### src/design/mmove_defines.svh
// constants of the memory-to-memory move engine
`ifndef MMOVE_DEFINES_SVH
`define MMOVE_DEFINES_SVH

`define MM_OPCODE        2'h3
`define MM_OP_HI         31
`define MM_OP_LO         30
`define MM_RSVD_HI       29
`define MM_RSVD_LO       24
`define MM_CNT_HI        23
`define MM_CNT_W         24
`define MM_REG_IDX_W     7
`define MM_FBR_INDEX     7'h08
`define MM_BURST_WORDS   8
`define MM_ENTRY_W       36

`endif

### src/design/mmove_pkg.sv
// types of the memory-to-memory move engine
package mmove_pkg;

  typedef enum logic [2:0]
  {
    ST_IDLE,
    ST_RD_REQ,
    ST_RD_REG,
    ST_WR_LOAD,
    ST_WR_REQ,
    ST_WR_REG
  } state_t;

endpackage

### src/design/memory_to_memory_move.sv
// memory-to-memory move engine of the script processor
// Functional notes
// RL1: copy exactly count bytes, source to destination
// RL2: any count up to 16 MB
// RL3: low two address bits differ: illegal
// RL4: program aligns A(3-0) for long bursts
// RL5: addresses direct only, no indirection
// RL6: burst read into FIFO, then written out
// RL7: repeat until zero, then fetch next
// RL8: reserved bits 29-24 set: illegal
// RL9: count from first word bits 23-0
// RL10: second word is source address
// RL11: third word is destination address
// RL12: register select: access register by A(6-0)
// RL13: move never writes first-byte-received register
// RL14: register accesses obey same alignment checks
// RL15: program follows move with interrupt/jump
// RL16: operand and data-structure registers hold addresses
// RL17: opcode in bits 31-30 identifies move
// RL18: move opcode value is binary 11
// RL19: zero count: no transfers, fetch next
`timescale 1ns/1ps
`include "mmove_defines.svh"

module memory_to_memory_move #(
  parameter int BURST_WORDS = `MM_BURST_WORDS
) (
  input  wire logic        sys_clk,
  input  wire logic        sys_rst,
  input  wire logic        start,
  input  wire logic [31:0] instr_word0,
  input  wire logic [31:0] instr_word1,
  input  wire logic [31:0] instr_word2,
  output logic             busy,
  output logic             next_fetch,
  output logic             illegal_instr,
  output logic             mem_req,
  output logic             mem_we,
  output logic [31:0]      mem_addr,
  output logic [3:0]       mem_be,
  output logic [31:0]      mem_wdata,
  input  wire logic [31:0] mem_rdata,
  input  wire logic        mem_ack,
  input  wire logic        reg_sel,
  output logic             reg_re,
  output logic             reg_we,
  output logic [6:0]       reg_addr,
  output logic [31:0]      reg_wdata,
  input  wire logic [31:0] reg_rdata
);

  localparam int BW = $clog2(BURST_WORDS) + 1;

  ////////////////////////////////////////////////////////////////////////////
  // helpers

  function automatic logic [31:0] next_word(input logic [31:0] a);
    next_word = {a[31:2] + 30'h1, 2'h0};
  endfunction

  function automatic logic [2:0] word_nb(input logic [1:0] a,
                                         input logic [23:0] c);
    logic [2:0] room;
    room    = 3'h4 - {1'b0, a};
    word_nb = (c < {21'h0, room}) ? c[2:0] : room;
  endfunction

  function automatic logic [3:0] word_be(input logic [1:0] a,
                                         input logic [23:0] c);
    logic [7:0] lo;
    logic [7:0] hi;
    lo      = 8'h0f << a;
    hi      = 8'hff << ({1'b0, a} + word_nb(a, c));
    word_be = lo[3:0] & ~hi[3:0];
  endfunction

  ////////////////////////////////////////////////////////////////////////////
  // state

  mmove_pkg::state_t st_r;
  mmove_pkg::state_t st_nxt;
  logic [31:0]       src_r;
  logic [31:0]       src_nxt;
  logic [31:0]       dst_r;
  logic [31:0]       dst_nxt;
  logic [23:0]       rcnt_r;
  logic [23:0]       rcnt_nxt;
  logic [BW-1:0]     bcnt_r;
  logic [BW-1:0]     bcnt_nxt;
  logic              mem_req_r;
  logic              mem_req_nxt;
  logic              mem_we_r;
  logic              mem_we_nxt;
  logic [31:0]       mem_addr_r;
  logic [31:0]       mem_addr_nxt;
  logic [3:0]        mem_be_r;
  logic [3:0]        mem_be_nxt;
  logic [31:0]       mem_wdata_r;
  logic [31:0]       mem_wdata_nxt;
  logic              reg_re_r;
  logic              reg_re_nxt;
  logic              reg_we_r;
  logic              reg_we_nxt;
  logic [6:0]        reg_addr_r;
  logic [6:0]        reg_addr_nxt;
  logic [31:0]       reg_wdata_r;
  logic [31:0]       reg_wdata_nxt;
  logic              done_r;
  logic              done_nxt;
  logic              illegal_r;
  logic              illegal_nxt;
  logic              busy_r;
  logic              busy_nxt;

  logic                   buf_push;
  logic                   buf_pop;
  logic [`MM_ENTRY_W-1:0] buf_in;
  logic [`MM_ENTRY_W-1:0] buf_head;
  logic                   buf_empty;
  logic                   rd_step;
  logic                   wr_step;
  logic [31:0]            rd_data;
  logic [2:0]             nb;
  logic [23:0]            rcnt_adv;
  logic [31:0]            src_adv;
  logic                   bad;

  burst_buf #(
    .WIDTH (`MM_ENTRY_W),
    .DEPTH (BURST_WORDS)
  ) u_buf (
    .sys_clk   (sys_clk),
    .sys_rst   (sys_rst),
    .push      (buf_push),
    .push_data (buf_in),
    .pop       (buf_pop),
    .head_data (buf_head),
    .full      (),
    .empty     (buf_empty)
  );

  ////////////////////////////////////////////////////////////////////////////
  // next state

  always_comb
  begin
    st_nxt        = st_r;
    src_nxt       = src_r;
    dst_nxt       = dst_r;
    rcnt_nxt      = rcnt_r;
    bcnt_nxt      = bcnt_r;
    mem_req_nxt   = mem_req_r;
    mem_we_nxt    = mem_we_r;
    mem_addr_nxt  = mem_addr_r;
    mem_be_nxt    = mem_be_r;
    mem_wdata_nxt = mem_wdata_r;
    reg_re_nxt    = 1'b0;
    reg_we_nxt    = 1'b0;
    reg_addr_nxt  = reg_addr_r;
    reg_wdata_nxt = reg_wdata_r;
    done_nxt      = 1'b0;
    illegal_nxt   = 1'b0;
    buf_pop       = 1'b0;
    rd_step       = 1'b0;
    wr_step       = 1'b0;
    rd_data       = mem_rdata;
    nb            = word_nb(src_r[1:0], rcnt_r);
    rcnt_adv      = rcnt_r - {21'h0, nb};                           // RL1
    src_adv       = next_word(src_r);
    bad = (instr_word0[`MM_OP_HI:`MM_OP_LO] != `MM_OPCODE)   // RL17 RL18
       || (instr_word0[`MM_RSVD_HI:`MM_RSVD_LO] != 6'h00)           // RL8
       || (instr_word1[1:0] != instr_word2[1:0]);                   // RL3 RL14

    unique case (st_r)
      mmove_pkg::ST_IDLE:
      begin
        if (start)
        begin
          src_nxt  = instr_word1;                       // RL10 RL16 RL5
          dst_nxt  = instr_word2;                       // RL11 RL16
          rcnt_nxt = instr_word0[`MM_CNT_HI:0];                     // RL9 RL2
          bcnt_nxt = '0;
          if (bad)
          begin
            illegal_nxt = 1'b1;                                     // RL3 RL8
          end
          else if (instr_word0[`MM_CNT_HI:0] == 24'h0)
          begin
            done_nxt = 1'b1;                                        // RL19
          end
          else
          begin
            st_nxt       = mmove_pkg::ST_RD_REQ;
            mem_req_nxt  = 1'b1;
            mem_we_nxt   = 1'b0;
            mem_addr_nxt = instr_word1;
            mem_be_nxt   = word_be(instr_word1[1:0],
                                   instr_word0[`MM_CNT_HI:0]);
          end
        end
      end
      mmove_pkg::ST_RD_REQ:
      begin
        if (reg_sel)
        begin
          mem_req_nxt  = 1'b0;                                      // RL12
          reg_re_nxt   = 1'b1;
          reg_addr_nxt = mem_addr_r[6:0];
          st_nxt       = mmove_pkg::ST_RD_REG;
        end
        else if (mem_ack)
        begin
          rd_step = 1'b1;
        end
      end
      mmove_pkg::ST_RD_REG:
      begin
        rd_data = reg_rdata;                                        // RL12
        rd_step = 1'b1;
      end
      mmove_pkg::ST_WR_LOAD:
      begin
        buf_pop       = 1'b1;                                       // RL6
        st_nxt        = mmove_pkg::ST_WR_REQ;
        mem_req_nxt   = 1'b1;
        mem_we_nxt    = 1'b1;
        mem_addr_nxt  = dst_r;
        mem_be_nxt    = buf_head[35:32];
        mem_wdata_nxt = buf_head[31:0];
      end
      mmove_pkg::ST_WR_REQ:
      begin
        if (reg_sel)
        begin
          mem_req_nxt   = 1'b0;
          reg_we_nxt    = (mem_addr_r[6:0] != `MM_FBR_INDEX); // RL12 RL13
          reg_addr_nxt  = mem_addr_r[6:0];
          reg_wdata_nxt = mem_wdata_r;
          st_nxt        = mmove_pkg::ST_WR_REG;
        end
        else if (mem_ack)
        begin
          wr_step = 1'b1;
        end
      end
      mmove_pkg::ST_WR_REG:
      begin
        wr_step = 1'b1;
      end
    endcase

    buf_push = rd_step;                                             // RL6
    buf_in   = {mem_be_r, rd_data};
    if (rd_step)
    begin
      src_nxt  = src_adv;
      rcnt_nxt = rcnt_adv;
      bcnt_nxt = bcnt_r + 1'b1;
      if ((rcnt_adv == 24'h0) || (bcnt_r == BW'(BURST_WORDS - 1)))
      begin
        mem_req_nxt = 1'b0;
        st_nxt      = mmove_pkg::ST_WR_LOAD;
      end
      else
      begin
        mem_req_nxt  = 1'b1;
        mem_addr_nxt = src_adv;
        mem_be_nxt   = word_be(src_adv[1:0], rcnt_adv);
        st_nxt       = mmove_pkg::ST_RD_REQ;
      end
    end
    if (wr_step)
    begin
      dst_nxt = next_word(dst_r);
      if (!buf_empty)
      begin
        buf_pop       = 1'b1;
        mem_req_nxt   = 1'b1;
        mem_addr_nxt  = next_word(dst_r);
        mem_be_nxt    = buf_head[35:32];
        mem_wdata_nxt = buf_head[31:0];
        st_nxt        = mmove_pkg::ST_WR_REQ;
      end
      else if (rcnt_r == 24'h0)
      begin
        mem_req_nxt = 1'b0;
        done_nxt    = 1'b1;                                         // RL7
        st_nxt      = mmove_pkg::ST_IDLE;
      end
      else
      begin
        mem_req_nxt  = 1'b1;                                        // RL7
        mem_we_nxt   = 1'b0;
        mem_addr_nxt = src_r;
        mem_be_nxt   = word_be(src_r[1:0], rcnt_r);
        bcnt_nxt     = '0;
        st_nxt       = mmove_pkg::ST_RD_REQ;
      end
    end
    busy_nxt = (st_nxt != mmove_pkg::ST_IDLE);
  end

  ////////////////////////////////////////////////////////////////////////////
  // registers

  always_ff @(posedge sys_clk)
  begin
    if (sys_rst)
    begin
      st_r        <= mmove_pkg::ST_IDLE;
      src_r       <= 32'h0;
      dst_r       <= 32'h0;
      rcnt_r      <= 24'h0;
      bcnt_r      <= '0;
      mem_req_r   <= 1'b0;
      mem_we_r    <= 1'b0;
      mem_addr_r  <= 32'h0;
      mem_be_r    <= 4'h0;
      mem_wdata_r <= 32'h0;
      reg_re_r    <= 1'b0;
      reg_we_r    <= 1'b0;
      reg_addr_r  <= 7'h00;
      reg_wdata_r <= 32'h0;
      done_r      <= 1'b0;
      illegal_r   <= 1'b0;
      busy_r      <= 1'b0;
    end
    else
    begin
      st_r        <= st_nxt;
      src_r       <= src_nxt;
      dst_r       <= dst_nxt;
      rcnt_r      <= rcnt_nxt;
      bcnt_r      <= bcnt_nxt;
      mem_req_r   <= mem_req_nxt;
      mem_we_r    <= mem_we_nxt;
      mem_addr_r  <= mem_addr_nxt;
      mem_be_r    <= mem_be_nxt;
      mem_wdata_r <= mem_wdata_nxt;
      reg_re_r    <= reg_re_nxt;
      reg_we_r    <= reg_we_nxt;
      reg_addr_r  <= reg_addr_nxt;
      reg_wdata_r <= reg_wdata_nxt;
      done_r      <= done_nxt;
      illegal_r   <= illegal_nxt;
      busy_r      <= busy_nxt;
    end
  end

  assign busy          = busy_r;
  assign next_fetch    = done_r;
  assign illegal_instr = illegal_r;
  assign mem_req       = mem_req_r;
  assign mem_we        = mem_we_r;
  assign mem_addr      = mem_addr_r;
  assign mem_be        = mem_be_r;
  assign mem_wdata     = mem_wdata_r;
  assign reg_re        = reg_re_r;
  assign reg_we        = reg_we_r;
  assign reg_addr      = reg_addr_r;
  assign reg_wdata     = reg_wdata_r;

endmodule

### src/design/burst_buf.sv
// burst buffer holding read words until they are written out
`timescale 1ns/1ps

module burst_buf #(
  parameter int WIDTH = 36,
  parameter int DEPTH = 8
) (
  input  wire logic             sys_clk,
  input  wire logic             sys_rst,
  input  wire logic             push,
  input  wire logic [WIDTH-1:0] push_data,
  input  wire logic             pop,
  output logic      [WIDTH-1:0] head_data,
  output logic                  full,
  output logic                  empty
);

  localparam int AW = (DEPTH > 1) ? $clog2(DEPTH) : 1;

  logic [WIDTH-1:0] mem [DEPTH];
  logic [AW-1:0]    wp_r;
  logic [AW-1:0]    wp_nxt;
  logic [AW-1:0]    rp_r;
  logic [AW-1:0]    rp_nxt;
  logic [AW:0]      cnt_r;
  logic [AW:0]      cnt_nxt;
  logic             do_push;
  logic             do_pop;

  ////////////////////////////////////////////////////////////////////////////
  always_comb
  begin
    do_push = push && (cnt_r != (AW+1)'(DEPTH));
    do_pop  = pop && (cnt_r != '0);
    wp_nxt  = wp_r;
    rp_nxt  = rp_r;
    if (do_push)
    begin
      wp_nxt = (wp_r == AW'(DEPTH - 1)) ? '0 : wp_r + 1'b1;
    end
    if (do_pop)
    begin
      rp_nxt = (rp_r == AW'(DEPTH - 1)) ? '0 : rp_r + 1'b1;
    end
    cnt_nxt = cnt_r + {{AW{1'b0}}, do_push} - {{AW{1'b0}}, do_pop};
  end

  always_ff @(posedge sys_clk)
  begin
    if (sys_rst)
    begin
      wp_r  <= '0;
      rp_r  <= '0;
      cnt_r <= '0;
    end
    else
    begin
      wp_r  <= wp_nxt;
      rp_r  <= rp_nxt;
      cnt_r <= cnt_nxt;
    end
  end

  always_ff @(posedge sys_clk)
  begin
    if (do_push)
    begin
      mem[wp_r] <= push_data;
    end
  end

  assign head_data = mem[rp_r];
  assign full      = (cnt_r == (AW+1)'(DEPTH));
  assign empty     = (cnt_r == '0);

endmodule

### config.mk
export PLATFORM = sky130hd
export DESIGN_NAME = memory_to_memory_move
export DESIGN_NICKNAME = d
export VERILOG_FILES = /design/src/design/mmove_pkg.sv /design/src/design/memory_to_memory_move.sv /design/src/design/burst_buf.sv
export VERILOG_INCLUDE_DIRS = /design/src /design/src/design
export SDC_FILE = /design/constraint.sdc
export NUM_CORES = 1
export LEC_CHECK = 0
export ABC_AREA = 1
export BUFFER_PORTS_ARGS = -buffer_cell sky130_fd_sc_hd__buf_2
export CORE_UTILIZATION = 30
export DETAILED_ROUTE_END_ITERATION = 6
export HOLD_SLACK_MARGIN = 0.06
export PLACE_DENSITY = 0.5
export SYNTH_ARGS = -nofsm -noshare
export SYNTH_HDL_FRONTEND = slang
export SYNTH_SLANG_ARGS = --single-unit
### constraint.sdc
create_clock -name sys_clk -period 6.25 [get_ports sys_clk]
set_clock_uncertainty 0.2 [all_clocks]
set_input_delay 0.9375 -clock sys_clk [delete_from_list [all_inputs] [get_ports sys_clk]]
set_output_delay 0.9375 -clock sys_clk [all_outputs]
set_load 0.01 [all_outputs]
==> flow_summary.yaml <==
cells_and_area:
  layout_commonest_cell: "nand2_1"
  diodes: 0
  utilization_pct: 35.9
  final_layout_size_suffix_gt1_share_pct: 15.2
  nNetsFinal: 3298
  layout_common_cells: "779 x nand2_1, 298 x nand3_1, 288 x edfxtp_1"
  final_cell_area_mm2: 0.0288
  instances_no_fill: 4215
  area_growth_pct: 18.6
setup_path:
  critPathMaxFanout: 19
  r2r_cells: 27
  worstPathArrival_ps: 5440
  cp-start-kind: "flip-flop"
  worst-setup-path-type: "flip-flop to flip-flop"
  required_ps: 6610
  cp-end-kind: "flip-flop"
placed_design:
  post-place-ws_ps: 1210
  port_buffers: 278
  dp_hpwl_um: 55000
  place.gp.congestion: 0.904
  placedInstanceArea_mm2: 0.0268
  dp_cells: 4101
synthesis:
  ys_async_sr_fraction_pct: 0
  synth_cell_types: 53
  ys_ff_latch: 510
  yosys.area_share.xor_xnor_pct: 2.05
  yosys_warnings: 0
  synth_compound_area_share_pct: 11.1
  synth_edf_count: 288
  syn_area_mm2: 0.0243
  synth_top_family_by_area: "simple AND/OR/NAND/NOR gates"
  synthAdderAreaFrac_pct: 1.67
  syn-num-nets: 3077
  synth_mux_area_share_pct: 0
  postSynthAreaPerCell_um2: 8.44
  ys_seq_area_share_pct: 53.8
  synthFlopType: "edfxtp_1"
  yosys.area_share.simple_pct: 25.3
  synth_cells: 2882
global_routing:
  grt_pass1_vias: 19928
  gr-usage-met1_pct: 27.9
  antenna_found_initial: 0
  grt_remaining_overflow: 0
  gr-usage-met2_pct: 32.7
  met3_usage_pct: 2.79
  grt_pass1_wl_um: 125000
  busiest_layer: "met2"
  grt_max_degree: 95
  grt_util_all_layers_pct: 20.1
die:
  die_w_um: 287
  start_util_pct: 30.2
  fp-row-count: 104
  fp.coreArea_mm2: 0.0804
  io_pins: 279
  die_area_mm2: 0.0822
  dieHeight_um: 287
clock_tree:
  cts_root_buffer: "clkbuf_16"
  ctsResizeCount: 0
  cts_made_buffers: 60
  post_cts_buffers: 0
  cts_tree: "yes"
  htreeDepth: 2
  clk_pin_slew_worst_paths_ps: 60
  clk_path_buf_depth: 3
  worstSkewPairLatency_ps: 670
  clock-sinks: 510
  postCtsHoldBufs: 0
sta:
  slew_viol_final: 0
  period_share_pct: 81.4
  period_needed_ps: 5090
  rsz0062_at_grt: "false"
  relSlewSlack_pct: 22.0
  worst_slew_pin_slew_ps: 1170
  fmax_ghz: 0.197
  tns_ps: 0
  finalSetupViolations: 0
  setup_slack_ps: 1160
  hold_viol_final: 0
drt:
  vias_per_cell: 5.03
  wl_per_cell_um: 20.1
  wl_um: 84600
  drt_pass1_iterations: 5
  vias: 21200
  drtIter0Drc: 1776
  drc: 0
  ant_nets: 0
power_and_ir_drop:
  ir_worst_vdd_mv: 0.234
  power_density_mw_per_mm2: 427
  leakagePower_nw: 11.4
worst_hold_path:
  hold_depth: 2
  hp-class: "flip-flop to flip-flop"
job:
  drv_cap: 0
outcome:
  status: "completed"
## cell usage after synthesis, drive strengths merged (2+ instances only)
master / instances / share of area (%)
buf: 40 / 0.81
o2111ai: 11 / 0.40
inv: 223 / 3.4
nor4: 13 / 0.33
nor2: 249 / 4.1
fa: 4 / 0.33
a31oi: 74 / 1.9
a21oi: 124 / 2.6
o211ai: 6 / 0.19
edfxtp: 288 / 36
xor2: 53 / 1.9
clkinv: 3 / 0.046
o21ai: 171 / 3.5
ha: 26 / 1.3
dfxtp: 222 / 18
xnor2: 3 / 0.11
nand3: 310 / 6.7
a22oi: 22 / 0.68
o221ai: 4 / 0.14
clkbuf: 114 / 1.8
nor3: 32 / 0.75
o211a: 2 / 0.082
nand2: 788 / 12
and2: 2 / 0.051
or2: 2 / 0.051
a221oi: 8 / 0.29
nand3b: 14 / 0.43
o21a: 3 / 0.093
a211oi: 4 / 0.12
nand4: 25 / 0.64
o22ai: 36 / 0.93
## registers in the layout (all words and copies together) (netlist names), 4 cells and up, named ones only
signal       flops
mem_wdata       32
u_buf.cnt_r      4
bcnt_r           4
reg_wdata       32
mem_addr        32
mem_be           4
rcnt_r          24
u_buf.mem      288
src_r           32
dst_r           32
reg_addr         7
## layout make-up
cell class,instances,area [um2]
fillers,8383,51600
inverters,226,851
well taps,1060,1330
repair buffers,313,1660
clock inverters,30,348
multi-input cells,1992,9850
flip-flops and latches,510,13100
clock buffers,84,1710
## routing by layer
layer | wire length (um) | vias to the layer above
li1 | - | 10247
met1 | 38900 | 10143
met2 | 38900 | 703
met3 | 5190 | 107
met4 | 1700 | 0
met5 | 0 | -
## stage by stage
step | hold slack (ps) | power, mW
2_1_floorplan | 229 | 7.29
5_1_grt | 274 | 13.0
3_3_place_gp | 246 | 8.72
3_5_place_dp | 252 | 8.73
6_report | 259 | 12.3
4_1_cts | 262 | 12.4
## where the power goes
group | internal, mW | switching (mW) | total [mW]
clock network | 2.13 | 1.51 | 3.63
registers | 4.23 | 0.422 | 4.66
logic | 1.17 | 2.88 | 4.04
## path summary, 6_finish.rpt
path | from | endpoint | slack, ps
max | src_r[0] | mem_addr[17] | 1160
max reg2reg | src_r[0] | mem_addr[17] | 1160
min reg2reg | reg_wdata[5] | reg_wdata[5] | 260
min | reg_wdata[5] | reg_wdata[5] | 260
## cell families after synthesis
| logic type | count (synthesis) |
|---|---|
| compound gates | 470 |
| xor+xnor | 56 |
| fa+ha+maj | 30 |
| buf+inv | 380 |
| flops | 510 |
| simple gates | 1436 |
## critical path, stage by stage, from the launching register on
cell	delay, ps
dfxtp_1	430
inv_1	90
ha_1	280
inv_1	50
ha_1	250
a21boi_0	120
o21ai_0	140
nand2_1	60
nor2_1	270
nor2_1	70
a21oi_1	350
ha_1	330
nand2_1	70
nor2_1	50
nor2_2	430
nand2_1	180
clkinv_1	90
nand3_1	60
nand2_1	120
nor2_1	60
nand2_1	70
nor2_1	50
nand2_1	90
nand3_2	390
buf_4	390
nand2_1	70
nand3_1	80
a21oi_1	180
Note: power is estimated with default switching activity, not from simulation.
